--- src/setpoint_pkg.sv ---
package setpoint_pkg;
  // value widths: signed display counts, unsigned hysteresis, delays in tenths
  localparam int VAL_W = 18;
  localparam int HYS_W = 16;
  localparam int DLY_W = 13;
  localparam logic signed [VAL_W-1:0] SP_MIN = -18'sd19999;
  localparam logic signed [VAL_W-1:0] SP_MAX = 18'sd99999;
  localparam logic [HYS_W-1:0] HYS_MIN = 16'h0001;
  localparam logic [HYS_W-1:0] HYS_MAX = 16'hea5f;
  localparam logic [DLY_W-1:0] DLY_MAX = 13'h176f;
  // timing: one delay step is a tenth of a second
  localparam int CLK_HZ = 10000000;
  localparam int STEP_MS = 100;
  localparam int STEP_CYC_DEF = CLK_HZ / 1000 * STEP_MS;
  localparam int PRE_W = 20;
  // wishbone register offsets (byte addresses)
  localparam logic [7:0] ADDR_SP1_CTRL = 8'h00;
  localparam logic [7:0] ADDR_SP1_VAL = 8'h04;
  localparam logic [7:0] ADDR_SP1_HYS = 8'h08;
  localparam logic [7:0] ADDR_SP1_DLY = 8'h0c;
  localparam logic [7:0] ADDR_SP2_CTRL = 8'h10;
  localparam logic [7:0] ADDR_SP2_VAL = 8'h14;
  localparam logic [7:0] ADDR_SP2_HYS = 8'h18;
  localparam logic [7:0] ADDR_SP2_DLY = 8'h1c;
  localparam logic [7:0] ADDR_DISP = 8'h20;
  localparam logic [7:0] ADDR_CMD = 8'h24;
  localparam logic [7:0] ADDR_STAT = 8'h28;
  localparam logic [7:0] SP_STRIDE = 8'h10;
  localparam logic [7:0] ADDR_STAT_MASK = 8'hf0;
  // control field positions
  localparam int CF_ACT_LO = 0;
  localparam int CF_RST_LO = 2;
  localparam int CF_RDR = 4;
  localparam int CF_STBY = 5;
  localparam int CF_COLOR = 6;
  localparam int CF_EN = 7;
  localparam int CF_W = 8;
  localparam int DLY_OFF_LO = 16;
  localparam int CMD_SERIAL = 0;
  localparam int CMD_DISP_SEL = 1;
  localparam int CMD_RST_DSP = 2;
  localparam int CMD_UIN_DSP = 3;
  localparam logic [31:0] CTRL_RST = 32'h0000_0080;

  typedef enum logic [1:0] {
    HIGH_ACT_BALANCED_HYST = 2'h0,
    LOW_ACT_BALANCED_HYST = 2'h1,
    HIGH_ACT_UNBALANCED_HYST = 2'h2,
    LOW_ACT_UNBALANCED_HYST = 2'h3
  } action_e;

  typedef enum logic [1:0] {
    AUTO_CLEAR = 2'h0,
    LATCH_IMMEDIATE_CLEAR = 2'h1,
    LATCH_DEFERRED_CLEAR = 2'h2
  } reset_mode_e;

  // one setpoint's settings
  typedef struct packed {
    logic enable;
    logic colorChange;
    logic standby;
    logic resetWithDisplay;
    reset_mode_e resetMode;
    action_e action;
    logic signed [VAL_W-1:0] setpoint;
    logic [HYS_W-1:0] hysteresis;
    logic [DLY_W-1:0] onDelay;
    logic [DLY_W-1:0] offDelay;
  } sp_cfg_s;

  // reset requests for one setpoint
  typedef struct packed {
    logic manual;
    logic serial;
    logic powerUp;
  } sp_req_s;

  typedef enum logic [3:0] {
    ST_STANDBY = 4'h1,
    ST_OFF = 4'h2,
    ST_ON = 4'h4,
    ST_LATCHED = 4'h8
  } out_state_e;

  function automatic logic signed [VAL_W-1:0] clampSp(input logic signed [VAL_W-1:0] v);
    if (v < SP_MIN) begin
      clampSp = SP_MIN;
    end else if (v > SP_MAX) begin
      clampSp = SP_MAX;
    end else begin
      clampSp = v;
    end
  endfunction

  function automatic logic [HYS_W-1:0] clampHys(input logic [HYS_W-1:0] v);
    if (v < HYS_MIN) begin
      clampHys = HYS_MIN;
    end else if (v > HYS_MAX) begin
      clampHys = HYS_MAX;
    end else begin
      clampHys = v;
    end
  endfunction

  function automatic logic [DLY_W-1:0] clampDly(input logic [DLY_W-1:0] v);
    clampDly = (v > DLY_MAX) ? DLY_MAX : v;
  endfunction
endpackage

--- src/tenth_tick.sv ---
`timescale 1ns/1ps
// divides the clock to one pulse per tenth of a second
module tenth_tick #(
  parameter int STEP_CYC = setpoint_pkg::STEP_CYC_DEF
) (
  input wire logic clock,
  input wire logic rst_n,
  output logic tick
);
  import setpoint_pkg::*;

  typedef struct packed {
    logic [PRE_W-1:0] count;
    logic tick;
  } tick_s;

  tick_s state_reg;
  tick_s state_next;

  // free-running prescaler
  always_comb begin
    state_next = state_reg;
    state_next.tick = 1'b0;
    if (state_reg.count == PRE_W'(STEP_CYC - 1)) begin
      state_next.count = '0;
      state_next.tick = 1'b1;
    end else begin
      state_next.count = state_reg.count + PRE_W'(1);
    end
  end

  always_ff @(posedge clock or negedge rst_n) begin
    if (!rst_n) begin
      state_reg <= '0;
    end else begin
      state_reg <= state_next;
    end
  end

  assign tick = state_reg.tick;
endmodule

--- src/setpoint_channel.sv ---
`timescale 1ns/1ps
// one setpoint: thresholds, delays, reset modes, standby
module setpoint_channel (
  input wire logic clock,
  input wire logic rst_n,
  input wire logic tick,
  input setpoint_pkg::sp_cfg_s cfg,
  input wire logic signed [setpoint_pkg::VAL_W-1:0] displayValue,
  input setpoint_pkg::sp_req_s req,
  output logic outputOn,
  output logic deferPending
);
  import setpoint_pkg::*;

  typedef struct packed {
    out_state_e fsm;
    logic [DLY_W-1:0] timer;
    logic pending;
    logic out;
  } ch_s;

  ch_s state_reg;
  ch_s state_next;

  logic signed [VAL_W+1:0] sp;
  logic signed [VAL_W+1:0] hys;
  logic signed [VAL_W+1:0] dv;
  logic signed [VAL_W+1:0] onTh;
  logic signed [VAL_W+1:0] offTh;
  logic highAct;
  logic onCond;
  logic offCond;
  logic manualClr;

  // thresholds; setpoint, hysteresis and display share one decimal scaling
  always_comb begin
    sp = (VAL_W+2)'(cfg.setpoint);
    hys = (VAL_W+2)'($signed({1'b0, cfg.hysteresis}));
    dv = (VAL_W+2)'(displayValue);
    highAct = (cfg.action == HIGH_ACT_BALANCED_HYST) || (cfg.action == HIGH_ACT_UNBALANCED_HYST);
    case (cfg.action)
      HIGH_ACT_BALANCED_HYST: begin
        onTh = sp + (hys >>> 1);
        offTh = sp - (hys >>> 1);
      end
      LOW_ACT_BALANCED_HYST: begin
        onTh = sp - (hys >>> 1);
        offTh = sp + (hys >>> 1);
      end
      HIGH_ACT_UNBALANCED_HYST: begin
        onTh = sp;
        offTh = sp - hys;
      end
      LOW_ACT_UNBALANCED_HYST: begin
        onTh = sp;
        offTh = sp + hys;
      end
      default: begin
        onTh = sp;
        offTh = sp;
      end
    endcase
    onCond = highAct ? (dv >= onTh) : (dv <= onTh);
    offCond = highAct ? (dv < offTh) : (dv > offTh);
    manualClr = req.manual || req.serial;
  end

  // output state machine; timer counts tenths and restarts when cause goes away
  always_comb begin
    state_next = state_reg;
    case (state_reg.fsm)
      ST_STANDBY: begin
        // held off after power-up or a manual clear until the trigger point is crossed anew
        state_next.out = 1'b0;
        if (!onCond) begin
          state_next.fsm = ST_OFF;
        end
      end
      ST_OFF: begin
        if (onCond) begin
          if (state_reg.timer >= cfg.onDelay) begin
            state_next.fsm = (cfg.resetMode == AUTO_CLEAR) ? ST_ON : ST_LATCHED;
            state_next.out = 1'b1;
            state_next.timer = '0;
          end else if (tick) begin
            state_next.timer = state_reg.timer + DLY_W'(1);
          end
        end else begin
          state_next.timer = '0;
        end
      end
      ST_ON: begin
        if (req.manual) begin
          state_next.fsm = ST_STANDBY;
          state_next.out = 1'b0;
          state_next.timer = '0;
        end else if (offCond) begin
          if (state_reg.timer >= cfg.offDelay) begin
            state_next.fsm = ST_OFF;
            state_next.out = 1'b0;
            state_next.timer = '0;
          end else if (tick) begin
            state_next.timer = state_reg.timer + DLY_W'(1);
          end
        end else begin
          state_next.timer = '0;
        end
      end
      ST_LATCHED: begin
        if (cfg.resetMode == LATCH_DEFERRED_CLEAR) begin
          if (manualClr) begin
            state_next.pending = 1'b1;
          end
          if ((state_reg.pending || manualClr) && offCond) begin
            state_next.fsm = ST_OFF;
            state_next.out = 1'b0;
            state_next.pending = 1'b0;
            state_next.timer = '0;
          end
        end else if (manualClr) begin
          state_next.fsm = ST_STANDBY;
          state_next.out = 1'b0;
          state_next.timer = '0;
        end
      end
      default: begin
        state_next = '{fsm: ST_OFF, timer: '0, pending: 1'b0, out: 1'b0};
      end
    endcase
    // power-up pass: pending deferral dropped unless re-asserted; latched comes up off below setpoint
    if (req.powerUp) begin
      state_next.pending = manualClr && (cfg.resetMode == LATCH_DEFERRED_CLEAR);
      if (dv < sp) begin
        state_next.out = 1'b0;
        state_next.fsm = cfg.standby ? ST_STANDBY : ST_OFF;
        state_next.timer = '0;
      end else if (cfg.standby) begin
        state_next.out = 1'b0;
        state_next.fsm = ST_STANDBY;
        state_next.timer = '0;
      end
    end
    if (!cfg.enable) begin
      state_next = '{fsm: ST_OFF, timer: '0, pending: 1'b0, out: 1'b0};
    end
  end

  always_ff @(posedge clock or negedge rst_n) begin
    if (!rst_n) begin
      state_reg <= '{fsm: ST_OFF, timer: '0, pending: 1'b0, out: 1'b0};
    end else begin
      state_reg <= state_next;
    end
  end

  assign outputOn = state_reg.out;
  assign deferPending = state_reg.pending;
endmodule

--- src/setpoint_alarm_output.sv ---
`timescale 1ns/1ps
module setpoint_alarm_output #(
  parameter int STEP_CYC = setpoint_pkg::STEP_CYC_DEF
) (
  input wire logic clock,
  input wire logic rst_n,
  input wire logic wb_cyc_i,
  input wire logic wb_stb_i,
  input wire logic wb_we_i,
  input wire logic [7:0] wb_adr_i,
  input wire logic [3:0] wb_sel_i,
  input wire logic [31:0] wb_dat_i,
  output logic [31:0] wb_dat_o,
  output logic wb_ack_o,
  input wire logic signed [setpoint_pkg::VAL_W-1:0] displayValue,
  input wire logic inputDisplayed,
  input wire logic resetButton,
  input wire logic userInput,
  input wire logic powerUp,
  output logic [1:0] setpointOut,
  output logic backlightAlt
);
  import setpoint_pkg::*;

  typedef struct packed {
    logic [1:0][CF_W-1:0] ctrl;
    logic [1:0][VAL_W-1:0] spVal;
    logic [1:0][HYS_W-1:0] hys;
    logic [1:0][DLY_W-1:0] onDly;
    logic [1:0][DLY_W-1:0] offDly;
    logic [3:0] cmd;
    logic serialPulse;
    logic ack;
    logic [31:0] rdata;
    logic [1:0] prevOut;
    logic color;
    logic btnPrev;
    logic uinPrev;
  } top_s;

  top_s state_reg;
  top_s state_next;
  sp_cfg_s cfg [2];
  sp_req_s req [2];
  logic [1:0] chOut;
  logic [1:0] chPend;
  logic tick;
  logic access;
  logic [7:0] regOff;
  logic [0:0] chSel;
  logic btnEdge;
  logic uinEdge;
  logic manualRaw;
  logic dispCoupled;

  // masks a register word by byte enables
  function automatic logic [31:0] laneMerge(input logic [31:0] old, input logic [31:0] wr, input logic [3:0] sel);
    for (int i = 0; i < 4; i++) begin
      if (sel[i]) begin
        old[i*8 +: 8] = wr[i*8 +: 8];
      end
    end
    laneMerge = old;
  endfunction

  tenth_tick #(
    .STEP_CYC(STEP_CYC)
  ) u_tick (
    .clock(clock),
    .rst_n(rst_n),
    .tick(tick)
  );

  // setting views for both channels
  always_comb begin
    for (int i = 0; i < 2; i++) begin
      cfg[i].action = action_e'(state_reg.ctrl[i][CF_ACT_LO +: 2]);
      cfg[i].resetMode = reset_mode_e'(state_reg.ctrl[i][CF_RST_LO +: 2]);
      cfg[i].resetWithDisplay = state_reg.ctrl[i][CF_RDR];
      cfg[i].standby = state_reg.ctrl[i][CF_STBY];
      cfg[i].colorChange = state_reg.ctrl[i][CF_COLOR];
      // setpoint 1 is always present; setpoint 2 has its own enable
      cfg[i].enable = (i == 0) ? 1'b1 : state_reg.ctrl[i][CF_EN];
      cfg[i].setpoint = state_reg.spVal[i];
      cfg[i].hysteresis = state_reg.hys[i];
      cfg[i].onDelay = state_reg.onDly[i];
      cfg[i].offDelay = state_reg.offDly[i];
    end
  end

  // reset sources: rising edges of button and user input
  always_comb begin
    btnEdge = resetButton && !state_reg.btnPrev;
    uinEdge = userInput && !state_reg.uinPrev;
    manualRaw = btnEdge || uinEdge;
    // coupled reset only when the source is assigned to display reset and input is shown
    dispCoupled = inputDisplayed && state_reg.cmd[CMD_DISP_SEL] &&
                  ((btnEdge && state_reg.cmd[CMD_RST_DSP]) || (uinEdge && state_reg.cmd[CMD_UIN_DSP]));
    for (int i = 0; i < 2; i++) begin
      // with coupling on, only a qualified display reset counts as a manual reset; the serial reset still clears latched outputs
      req[i].manual = cfg[i].resetWithDisplay ? dispCoupled : manualRaw;
      req[i].serial = state_reg.serialPulse;
      req[i].powerUp = powerUp;
    end
  end

  generate
    for (genvar g = 0; g < 2; g++) begin : g_ch
      setpoint_channel u_ch (
        .clock(clock),
        .rst_n(rst_n),
        .tick(tick),
        .cfg(cfg[g]),
        .displayValue(displayValue),
        .req(req[g]),
        .outputOn(chOut[g]),
        .deferPending(chPend[g])
      );
    end
  endgenerate

  assign access = wb_cyc_i && wb_stb_i && !state_reg.ack;
  assign regOff = wb_adr_i & 8'h0f;
  assign chSel = (wb_adr_i >= ADDR_SP2_CTRL) ? 1'b1 : 1'b0;

  // bus slave, command bits and backlight colour
  always_comb begin
    state_next = state_reg;
    state_next.ack = access;
    state_next.serialPulse = 1'b0;
    state_next.btnPrev = resetButton;
    state_next.uinPrev = userInput;
    state_next.prevOut = chOut;
    // a write lands at the edge where the master sees ack high
    if (wb_cyc_i && wb_stb_i && wb_we_i && state_reg.ack) begin
      if (wb_adr_i < ADDR_DISP) begin
        case (regOff)
          ADDR_SP1_CTRL: begin
            state_next.ctrl[chSel] = CF_W'(laneMerge(32'(state_reg.ctrl[chSel]), wb_dat_i, wb_sel_i));
          end
          ADDR_SP1_VAL: begin
            state_next.spVal[chSel] = clampSp(VAL_W'(laneMerge(32'(state_reg.spVal[chSel]), wb_dat_i, wb_sel_i)));
          end
          ADDR_SP1_HYS: begin
            state_next.hys[chSel] = clampHys(HYS_W'(laneMerge(32'(state_reg.hys[chSel]), wb_dat_i, wb_sel_i)));
          end
          ADDR_SP1_DLY: begin
            state_next.onDly[chSel] = clampDly(DLY_W'(laneMerge(32'(state_reg.onDly[chSel]), wb_dat_i, wb_sel_i)));
            state_next.offDly[chSel] = clampDly(DLY_W'(laneMerge(32'(state_reg.offDly[chSel]) << DLY_OFF_LO,
                                                                 wb_dat_i, wb_sel_i) >> DLY_OFF_LO));
          end
          default: begin
          end
        endcase
      end else if (wb_adr_i == ADDR_CMD) begin
        // serial reset is a pulse; the selector bits are stored
        state_next.cmd = 4'(laneMerge(32'(state_reg.cmd), wb_dat_i, wb_sel_i) & 32'h0000_000e);
        state_next.serialPulse = wb_sel_i[0] && wb_dat_i[CMD_SERIAL];
      end
    end
    // read data registered; unmapped reads give zero
    state_next.rdata = '0;
    if (access && !wb_we_i) begin
      if (wb_adr_i < ADDR_DISP) begin
        case (regOff)
          ADDR_SP1_CTRL: state_next.rdata = 32'(state_reg.ctrl[chSel]);
          ADDR_SP1_VAL: state_next.rdata = 32'(signed'(state_reg.spVal[chSel]));
          ADDR_SP1_HYS: state_next.rdata = 32'(state_reg.hys[chSel]);
          ADDR_SP1_DLY: state_next.rdata = 32'(state_reg.onDly[chSel]) | (32'(state_reg.offDly[chSel]) << DLY_OFF_LO);
          default: state_next.rdata = '0;
        endcase
      end else begin
        case (wb_adr_i)
          ADDR_DISP: state_next.rdata = 32'(signed'(displayValue));
          ADDR_CMD: state_next.rdata = 32'(state_reg.cmd);
          ADDR_STAT: state_next.rdata = {27'h0, state_reg.color, chPend, chOut};
          default: state_next.rdata = '0;
        endcase
      end
    end
    // backlight toggles once per output transition of a channel with colour change on, so both channels changing in one cycle with colour change on leave it unchanged
    for (int i = 0; i < 2; i++) begin
      if (cfg[i].colorChange && (chOut[i] != state_reg.prevOut[i])) begin
        state_next.color = !state_next.color;
      end
    end
  end

  always_ff @(posedge clock or negedge rst_n) begin
    if (!rst_n) begin
      state_reg <= '0;
      state_reg.ctrl[0] <= CF_W'(CTRL_RST);
      state_reg.hys[0] <= HYS_MIN;
      state_reg.hys[1] <= HYS_MIN;
    end else begin
      state_reg <= state_next;
    end
  end

  assign wb_ack_o = state_reg.ack;
  assign wb_dat_o = state_reg.rdata;
  assign setpointOut = chOut;
  assign backlightAlt = state_reg.color;
endmodule

--- config.mk ---
export PLATFORM = sky130hd
export DESIGN_NAME = setpoint_alarm_output
export DESIGN_NICKNAME = d
export VERILOG_FILES = /design/src/setpoint_pkg.sv /design/src/tenth_tick.sv /design/src/setpoint_channel.sv /design/src/setpoint_alarm_output.sv
export SDC_FILE = /design/constraint.sdc
export NUM_CORES = 1
export LEC_CHECK = 0
export BUFFER_PORTS_ARGS = -buffer_cell sky130_fd_sc_hd__buf_2
export CORE_UTILIZATION = 45
export DETAILED_ROUTE_END_ITERATION = 12
export PLACE_DENSITY = 0.63
export REMOVE_ABC_BUFFERS = 1
export SETUP_SLACK_MARGIN = 0.4
export SLEW_MARGIN = 40
export SYNTH_ARGS = -nofsm -noshare
export SYNTH_HDL_FRONTEND = slang
export SYNTH_SLANG_ARGS = --single-unit
--- constraint.sdc ---
create_clock -name clock -period 6.2 [get_ports clock]
set_input_delay 0.31 -clock clock [delete_from_list [all_inputs] [get_ports clock]]
set_output_delay 0.31 -clock clock [all_outputs]
set_load 0.02 [all_outputs]
# Yosys cells after proc, flatten, opt, wreduce, memory -nomap -nowiden
# Index checks and enable logic that the tools add are counted.
# W data, S select, Z words.
dict set report classes {
  add_sub_neg 11
  n_mux 166
  eq_ne 31
  magnitude_cmp 24
  bitwise 2
  n_reduce_logical 49
}
# cell n
set op_table {}
lappend op_table {{$mux W8} 31}
lappend op_table {{$mux W13} 17}
lappend op_table {{$mux W17} 10}
lappend op_table {{$pmux W20 S4} 2}
lappend op_table {{$mux W18} 8}
lappend op_table {{$mux W16} 8}
lappend op_table {{$pmux W32 S4} 1}
lappend op_table {{$pmux W20 S3} 2}
lappend op_table {{$pmux W13 S4} 2}
lappend op_table {{$pmux W32 S3} 1}
lappend op_table {{$mux W19} 5}
lappend op_table {{$mux W32} 2}
lappend op_table {{$bwmux W26} 2}
lappend op_table {{$ge A13 B13 Y1} 4}
lappend op_table {{$mux W4} 12}
lappend op_table {{$ge A18 B20 Y1} 2}
lappend op_table {{$gt A18 B20 Y1} 2}
lappend op_table {{$le A18 B20 Y1} 2}
lappend op_table {{$lt A18 B20 Y1} 2}
lappend op_table {{$mux W5} 8}
lappend op_table {{$add A18 B16 Y19} 2}
lappend op_table {{$add A18 B17 Y19} 2}
lappend op_table {{$sub A18 B16 Y19} 2}
lappend op_table {{$sub A18 B17 Y19} 2}
lappend op_table {{other kinds (51)} 152}
dict set report word_totals {
  output_inout_bits 36
  wordCells 311
  ff_bits 237
}

# Longest topological paths before layout
# Gate-level depths: netlist of the first run.
dict set report depth {
  ltp_word 16
  ltp_mapped 28
}

# Cells and area by module
# A second synthesis of the first run with hierarchy kept.
dict set report unflattened {
  hier_cells 2933
  hier_area_um2 23709.0
}
# mod area_per_inst_um2 cells_per_inst instances
set modules_own_cells {}
lappend modules_own_cells {setpoint_alarm_output 9487.8 1008 1}
lappend modules_own_cells {{setpoint_channel (g_ch[1].u_ch)} 6626.4 912 1}
lappend modules_own_cells {{setpoint_channel (g_ch[0].u_ch)} 6535.0 916 1}
lappend modules_own_cells {tenth_tick 1059.8 97 1}

# Worst setup path before layout of the first run
# No wires, ideal clock.
dict set report synth_timing {
  kind {register to register}
  startpoint {register state_reg (netlist bit cfg[60])}
  endpoint {register g_ch[1].u_ch.state_reg[12] (netlist bit)}
  required_time_ns 6.073
  n_path_buf 3
  synth_period_minus_slack_ns 5.707
  slack_ns 0.493
  stages_incl_launch_ff 26
  setup_time_ns 0.127
  arrival_time_ns 5.580
  cell_sequence {dfrtp_1 -> clkbuf_1 -> clkbuf_1 -> nand2_1 -> o21ai_0 -> ha_1 -> a211o_1 -> a21oi_1 -> a21boi_0 -> a21oi_1 -> nor3_1 -> a2111oi_0 -> o21ai_0 -> xor2_1 -> mux2i_1 -> ha_1 -> nand3_1 -> nor3_1 -> a221oi_1 -> nand4_1 -> and4b_1 -> nand3b_1 -> a32o_1 -> buf_2 -> a31oi_1 -> mux2i_1}
}
# item line
set synth_lines {}
lappend synth_lines {{start: declaration} setpoint_alarm_output.sv:41} ;# top_s state_reg;
lappend synth_lines {{start signal: assignment} setpoint_alarm_output.sv:196} ;# state_reg <= state_next;
lappend synth_lines {{end signal: assignment} setpoint_channel.sv:150} ;# state_reg <= '{fsm: ST_OFF, timer: '0, pending: 1'b0, out: 1'b0};
lappend synth_lines {{end signal: assignment} setpoint_channel.sv:152} ;# state_reg <= state_next;
lappend synth_lines {{end: declaration} setpoint_channel.sv:22} ;# ch_s state_reg;

==> results of run 1 <==
==> final cells by class <==
cell class	count	area (um^2)
timing repair buffer	240	1670
inverter	184	691
clock buffer	36	769
antenna	5	12.5
sequential	235	5890
multi-input combinational	2380	16500
fill	4944	24700
tap	680	851
clock inverter	13	155
==> metal layers <==
metal  share of wire [%]  global-route usage [%]
met3                 7.7                    4.17
met1                  42                    41.9
met5               0.041                       0
met4                 4.3                    11.9
met2                  46                    51.3
==> critical path, cell delays in order (launching register included) <==
cell and delay (ns):
dfrtp_1 0.37, buf_4 0.21, inv_1 0.15, fa_1 0.49
a21o_1 0.21, a221o_1 0.35, o221ai_2 0.25, a21oi_2 0.14
a41o_1 0.31, or4_1 0.40, o31a_1 0.13, xnor2_1 0.16
mux2i_1 0.10, ha_1 0.31, nand3_2 0.12, nor4_4 0.06
a21boi_4 0.15, or3_4 0.40, o31a_1 0.38, buf_4 0.17
o211ai_1 0.29, nand2_2 0.14, buf_6 0.16, a222oi_1 0.33
o31ai_1 0.12
==> cells by family after synthesis <==
| logic type | count (synthesis) | synth area share, % |
|---|---|---|
| AOI/OAI and AO/OA | 836 | 22.6 |
| xor gates and xnor gates | 138 | 5.18 |
| adders and majority gates | 269 | 14.6 |
| buffers and inverters | 346 | 6.37 |
| DFF | 235 | 25.2 |
| muxes | 127 | 5.53 |
| and+or+nand+nor | 1010 | 20.5 |
==> how the worst max path moves through the flow <==
stage	from	to
2_1_floorplan	cfg[128]$_DFFE_PN0P_	g_ch[0].u_ch.state_reg[10]$_DFF_PN0_
3_3_place_gp	cfg[26]$_DFFE_PN1P_	g_ch[1].u_ch.state_reg[3]$_DFF_PN0_
3_5_place_dp	cfg[99]$_DFFE_PN0P_	g_ch[0].u_ch.state_reg[8]$_DFF_PN0_
4_1_cts	cfg[96]$_DFFE_PN0P_	g_ch[0].u_ch.state_reg[8]$_DFF_PN0_
5_1_grt	cfg[99]$_DFFE_PN0P_	g_ch[0].u_ch.state_reg[8]$_DFF_PN0_
6_report	cfg[96]$_DFFE_PN0P_	g_ch[0].u_ch.state_reg[12]$_DFF_PN0_
==> power by group through the flow <==
| stage | logic (W) | clock network [W] | registers (W) |
|---|---|---|---|
| 2_1_floorplan | 0.000299 | 0 | 0.00158 |
| 6_report | 0.000573 | 0.00168 | 0.00155 |
| 5_1_grt | 0.000620 | 0.00175 | 0.00155 |
| 3_3_place_gp | 0.000517 | 0 | 0.00158 |
| 4_1_cts | 0.000542 | 0.00169 | 0.00155 |
| 3_5_place_dp | 0.000531 | 0 | 0.00158 |
==> per-stage QoR <==
stage / std cells / setup TNS (ns) / instance area, um^2 / hold WS [ns] / total power [W]
global route: 3769 / -0.232 / 26600 / 0.0401 / 0.00392
CTS: 3742 / 0 / 25900 / 0.0246 / 0.00378
floorplan: 2799 / -16.79 / 22500 / 0.0144 / 0.00188
finish: 3773 / 0 / 26600 / 0.0362 / 0.00380
global placement: 3681 / 0 / 24700 / 0.382 / 0.00209
detailed placement: 3682 / -0.000615 / 24700 / 0.391 / 0.00211
==> what timing repair did <==
action	in CTS	in global routing
hold buffers	3	0
resized for setup	33	97
pin swaps	31	47
hold endpoints to repair	93	0
gates cloned	0	2
buffers inserted	8	24
setup endpoints to repair	31	38
==> cells in the final DEF (no fill, tap or decap), drive strengths merged, types with 20 or more instances in the layout <==
cell type  synthesis  final
a21o              31     31
dfrtp            230    230
nor2             342    342
and3              27     27
nor3              69     69
nor4              23     23
nand2            239    239
clkbuf            99     37
o21ai            194    194
nand2b            56     56
xor2              38     38
mux2i            113    113
nor2b             30     30
o211ai            30     30
a21oi            289    289
nand3             86     86
inv              182    184
o21a              28     28
buf               63    236
nand4             41     41
xnor2            100    100
a31oi             30     30
ha               263    263
and2              20     20
o22ai             35     35
or3               25     25
==> metrics, run 1 <==
status=complete, no violations; Worst-Margin Slew=0.823 ns; Layout area overhead=13.9%; RSZ-0062 raised after global routing=yes; worst r2r src=cfg[96]$_DFFE_PN0P_; Num CTS Buffers=27; R2R setup slack=around 0.14 ns; Yosys reg bits=about 240; CTS H-tree depth=1; post-layout min period=6.06 ns; hold_sp=wb_dat_i[1]; most common cell in the synthesized netlist=nor2_1; Row Count=a little over 80; critical path type=reg2reg; DR vias=23,200; arrival time worst endpoint=~6.5 ns; first-pass GRT wire length=around 130,000 um; Synth Warn #=0; post-DP HPWL=65,500 um; die area=52,700 um^2; Synth Flop Type=dfrtp_1; final period utilization=97.8%; clock skew=approximately 0.012 ns; drt first pass iters=8; initial antenna violation count=7; GP Congestion=around 1.0; Die H=roughly 230 um; Skew-Pair Late Insertion Delay=roughly 0.55 ns; wire per inst=~22 um; Worst Hold Class=in2reg; register area share after synthesis=approximately 25%; fmax=roughly 0.16 GHz; Hold Path End=state_reg[40]$_DFFE_PN0P_; PD cells=around 140 nW/um^2; Leakage=11.8 nW; Congestion Overflow GR=0; Final Util=about half; top-area cell type share of the netlist area=between 20% and 30%; final setup margin=0.139 ns; IO Port Bufs=about 100; Final Hold Violating Endpoints=0; Post-synth EDFFs=0; Netlist Area Pre-Place=23,300 um^2; CTS max path bufs=3; drt via density=between 6 and 7; Psw=between 0.001 and 0.0015 W; crit path launch type=register; max cap viols=0; sw frac=between 20% and 30%; Slew Limit Fails=0; Core Area=between 50,000 and 60,000 um^2; Root Driver=clkbuf_16; CTS tree=done; Post-DRT Antenna Nets=0; final setup fails=0; crit end category=register; # DRC=0; Place WS=-0.000615 ns; Sink Count=235; cells on worst reg2reg path=24; Async SR Flop Fraction=100%; synth unique cells=90; DRT iter0 DRCs=2,450; I/O Pins=approximately 110; combinational power share=15.1%; Reg-to-Reg End=g_ch[0].u_ch.state_reg[12]$_DFF_PN0_; sequential power share=about two fifths; gr usage total=31.4%; Area contributors post-synth=dfrtp_1 25%, ha_1 14%, a21oi_1 6.2%, nor2_1 5.5%, mux2i_1 4.8%; fraction of layout cells with a size suffix above 1=14.2%; Initial Util=45.5%; Synth top cells by count=342 x nor2_1, 289 x a21oi_1, 263 x ha_1, 238 x nand2_1, 230 x dfrtp_1; Worst-path clk slew=around 0.070 ns; Final nets=3,408; Slew headroom=45.0%; max reg flops=135; dominant cell type by area after synthesis=dfrtp_1; hold path depth=2; total internal power=0.00274 W; Syn Inst Count=2,961; Clk pwr share=~44%; vias in the first global route=between 20,000 and 25,000; Die X=around 230 um; largest net degree at the start of global routing=95; VDD IR-drop max=0.184 mV; total wire length=84,800 um; Syn Area/Cell=around 7.9 um^2; crit-path max FO=7; Req. time, crit path=approximately 6.6 ns
(Power assumes the default switching activity.)
==> inputs of run 2 (changes only) <==
- RECOVER_POWER: not set -> 100
==> metrics, run 2 (synthesized netlist as in run 1, its figures left out) <==
Final Hold Violating Endpoints=0; final setup fails=0; final period utilization=between 90% and 100%; Root Driver=clkbuf_16; Worst-Margin Slew=between 5 and 6 ns; post-layout instance area=between 20,000 and 30,000 um^2; critical path type=reg2reg; gr usage total=a little under a third; Die X=approximately 230 um; drt via density=6.16; fraction of layout cells with a size suffix above 1=12.5%; Die H=~230 um; first-pass GRT wire length=roughly 130,000 um; CTS max path bufs=3; Total Neg Setup Slack=0 ns; Sink Count=roughly 240; Core Area=~50,000 um^2; Hold Path End=state_reg[40]$_DFFE_PN0P_; CTS tree=done; Leakage=about 12 nW; cells on worst reg2reg path=24; CTS H-tree depth=1; arrival time worst endpoint=roughly 6.5 ns; Req. time, crit path=6.61 ns; failing checks=capacitance limit, slew limit; most common cell after layout, fill and taps aside=nor2_1; Worst-path clk slew=roughly 0.06 ns; Final nets=~3,400; fmax=0.165 GHz; VDD IR-drop max=about 0.18 mV; worst r2r src=cfg[96]$_DFFE_PN0P_; PD cells=roughly 140 nW/um^2; Initial Util=between 40% and 50%; DR vias=23,200; drt first pass iters=8; Congestion Overflow GR=0; post-layout min period=6.05 ns; Slew Limit Fails=around 190; post-DP HPWL=65,500 um; R2R setup slack=around 0.15 ns; total wire length=roughly 85,000 um; RSZ-0062 raised after global routing=yes; wire per inst=between 20 and 25 um; crit path launch type=register; hold path depth=2; Layout area overhead=13.3%; max cap viols=3; hold_sp=wb_dat_i[1]; DRT iter0 DRCs=roughly 2,400; status=finished, violations left; Power, Total=approximately 0.0038 W; initial antenna violation count=7; Row Count=83; Skew-Pair Late Insertion Delay=between 0.5 and 0.6 ns; Slew headroom=-256%; GP Congestion=between 1 and 1.5; Num CTS Buffers=27; crit end category=register; # DRC=0; vias in the first global route=around 22,000; Placed Area=about 25,000 um^2; largest net degree at the start of global routing=95; max reg flops=~140; Post-DRT Antenna Nets=0; Reg-to-Reg End=g_ch[0].u_ch.state_reg[12]$_DFF_PN0_; clock skew=0.0114 ns; Worst Hold Class=in2reg; crit-path max FO=7; IO Port Bufs=between 100 and 150; Final Util=between 50% and 60%; commonest cells after routing, fill and taps aside=335 x nor2_1, 272 x a21oi_1, 257 x ha_1; die area=~53,000 um^2; I/O Pins=between 100 and 150
## run 2: stage by stage
| step | cells | hold slack (ns) | worst slack (ns) |
|---|---|---|---|
| 6_report | 3772 | 0.0377 | 0.150 |
| 5_1_grt | 3769 | 0.0401 | -0.102 |
| 4_1_cts | 3742 | 0.0246 | 0.268 |
| 3_5_place_dp | 3682 | 0.391 | -0.000615 |
| 3_3_place_gp | 3681 | 0.382 | 0.130 |
| 2_1_floorplan | 2799 | 0.0144 | -0.699 |
## run 2: worst max path at each step
stage	startpoint	endpoint	slack, ns	cells after the start
2_1_floorplan	cfg[128]$_DFFE_PN0P_	g_ch[0].u_ch.state_reg[10]$_DFF_PN0_	-0.70	24
3_3_place_gp	cfg[26]$_DFFE_PN1P_	g_ch[1].u_ch.state_reg[3]$_DFF_PN0_	0.13	27
3_5_place_dp	cfg[99]$_DFFE_PN0P_	g_ch[0].u_ch.state_reg[8]$_DFF_PN0_	-0.0006	26
4_1_cts	cfg[96]$_DFFE_PN0P_	g_ch[0].u_ch.state_reg[8]$_DFF_PN0_	0.27	28
5_1_grt	cfg[29]$_DFFE_PN0P_	g_ch[1].u_ch.state_reg[11]$_DFF_PN0_	-0.10	24
6_report	cfg[96]$_DFFE_PN0P_	g_ch[0].u_ch.state_reg[12]$_DFF_PN0_	0.15	24
## run 2: routing by layer
metal  part of all wire (%)  global-route usage, %  wire length [um]  vias up
met5                  0.041                      0                35        -
met3                    7.9                   4.17              6720      182
met4                    4.4                   11.9              3690        6
met1                     42                   41.9             35400    11100
met2                     46                   51.3             38900     1017
li1                       -                      -                 -    10900
## run 2: timing repair
item,in CTS,in global routing
endpoints found under the hold margin,93,0
cloned,0,2
hold buffers,3,0
gates resized for setup,33,97
setup endpoints to repair,31,38
pin swaps,31,47
buffers inserted,8,24
## run 2: area by class of cell
type / count / area [um^2]
sequential: 235 / 5890
fill: 4977 / 24900
timing repair buffer: 240 / 1580
multi-input combinational: 2380 / 16500
clock buffer: 36 / 769
inverter: 184 / 691
tap: 680 / 851
antenna: 4 / 10.0
clock inverter: 13 / 155
## run 2: worst max-delay path, cell delays in order (launching register included)
cell,delay [ns]
dfrtp_1,0.37
buf_4,0.21
inv_1,0.15
fa_1,0.50
a21o_1,0.21
a221o_1,0.35
o221ai_2,0.25
a21oi_2,0.14
a41o_1,0.30
or4_1,0.40
o31a_1,0.13
xnor2_1,0.16
mux2i_1,0.10
ha_1,0.31
nand3_2,0.12
nor4_4,0.06
a21boi_4,0.15
or3_4,0.40
o31a_1,0.38
buf_4,0.17
o211ai_1,0.29
nand2_2,0.14
buf_6,0.16
a222oi_1,0.33
o31ai_1,0.12
## run 2: where the power goes
part | switching (W) | internal, W
clock | 0.000677 | 0.000996
combinational | 0.000372 | 0.000197
sequential | 0.00000948 | 0.00154
total | 0.00106 | 0.00273
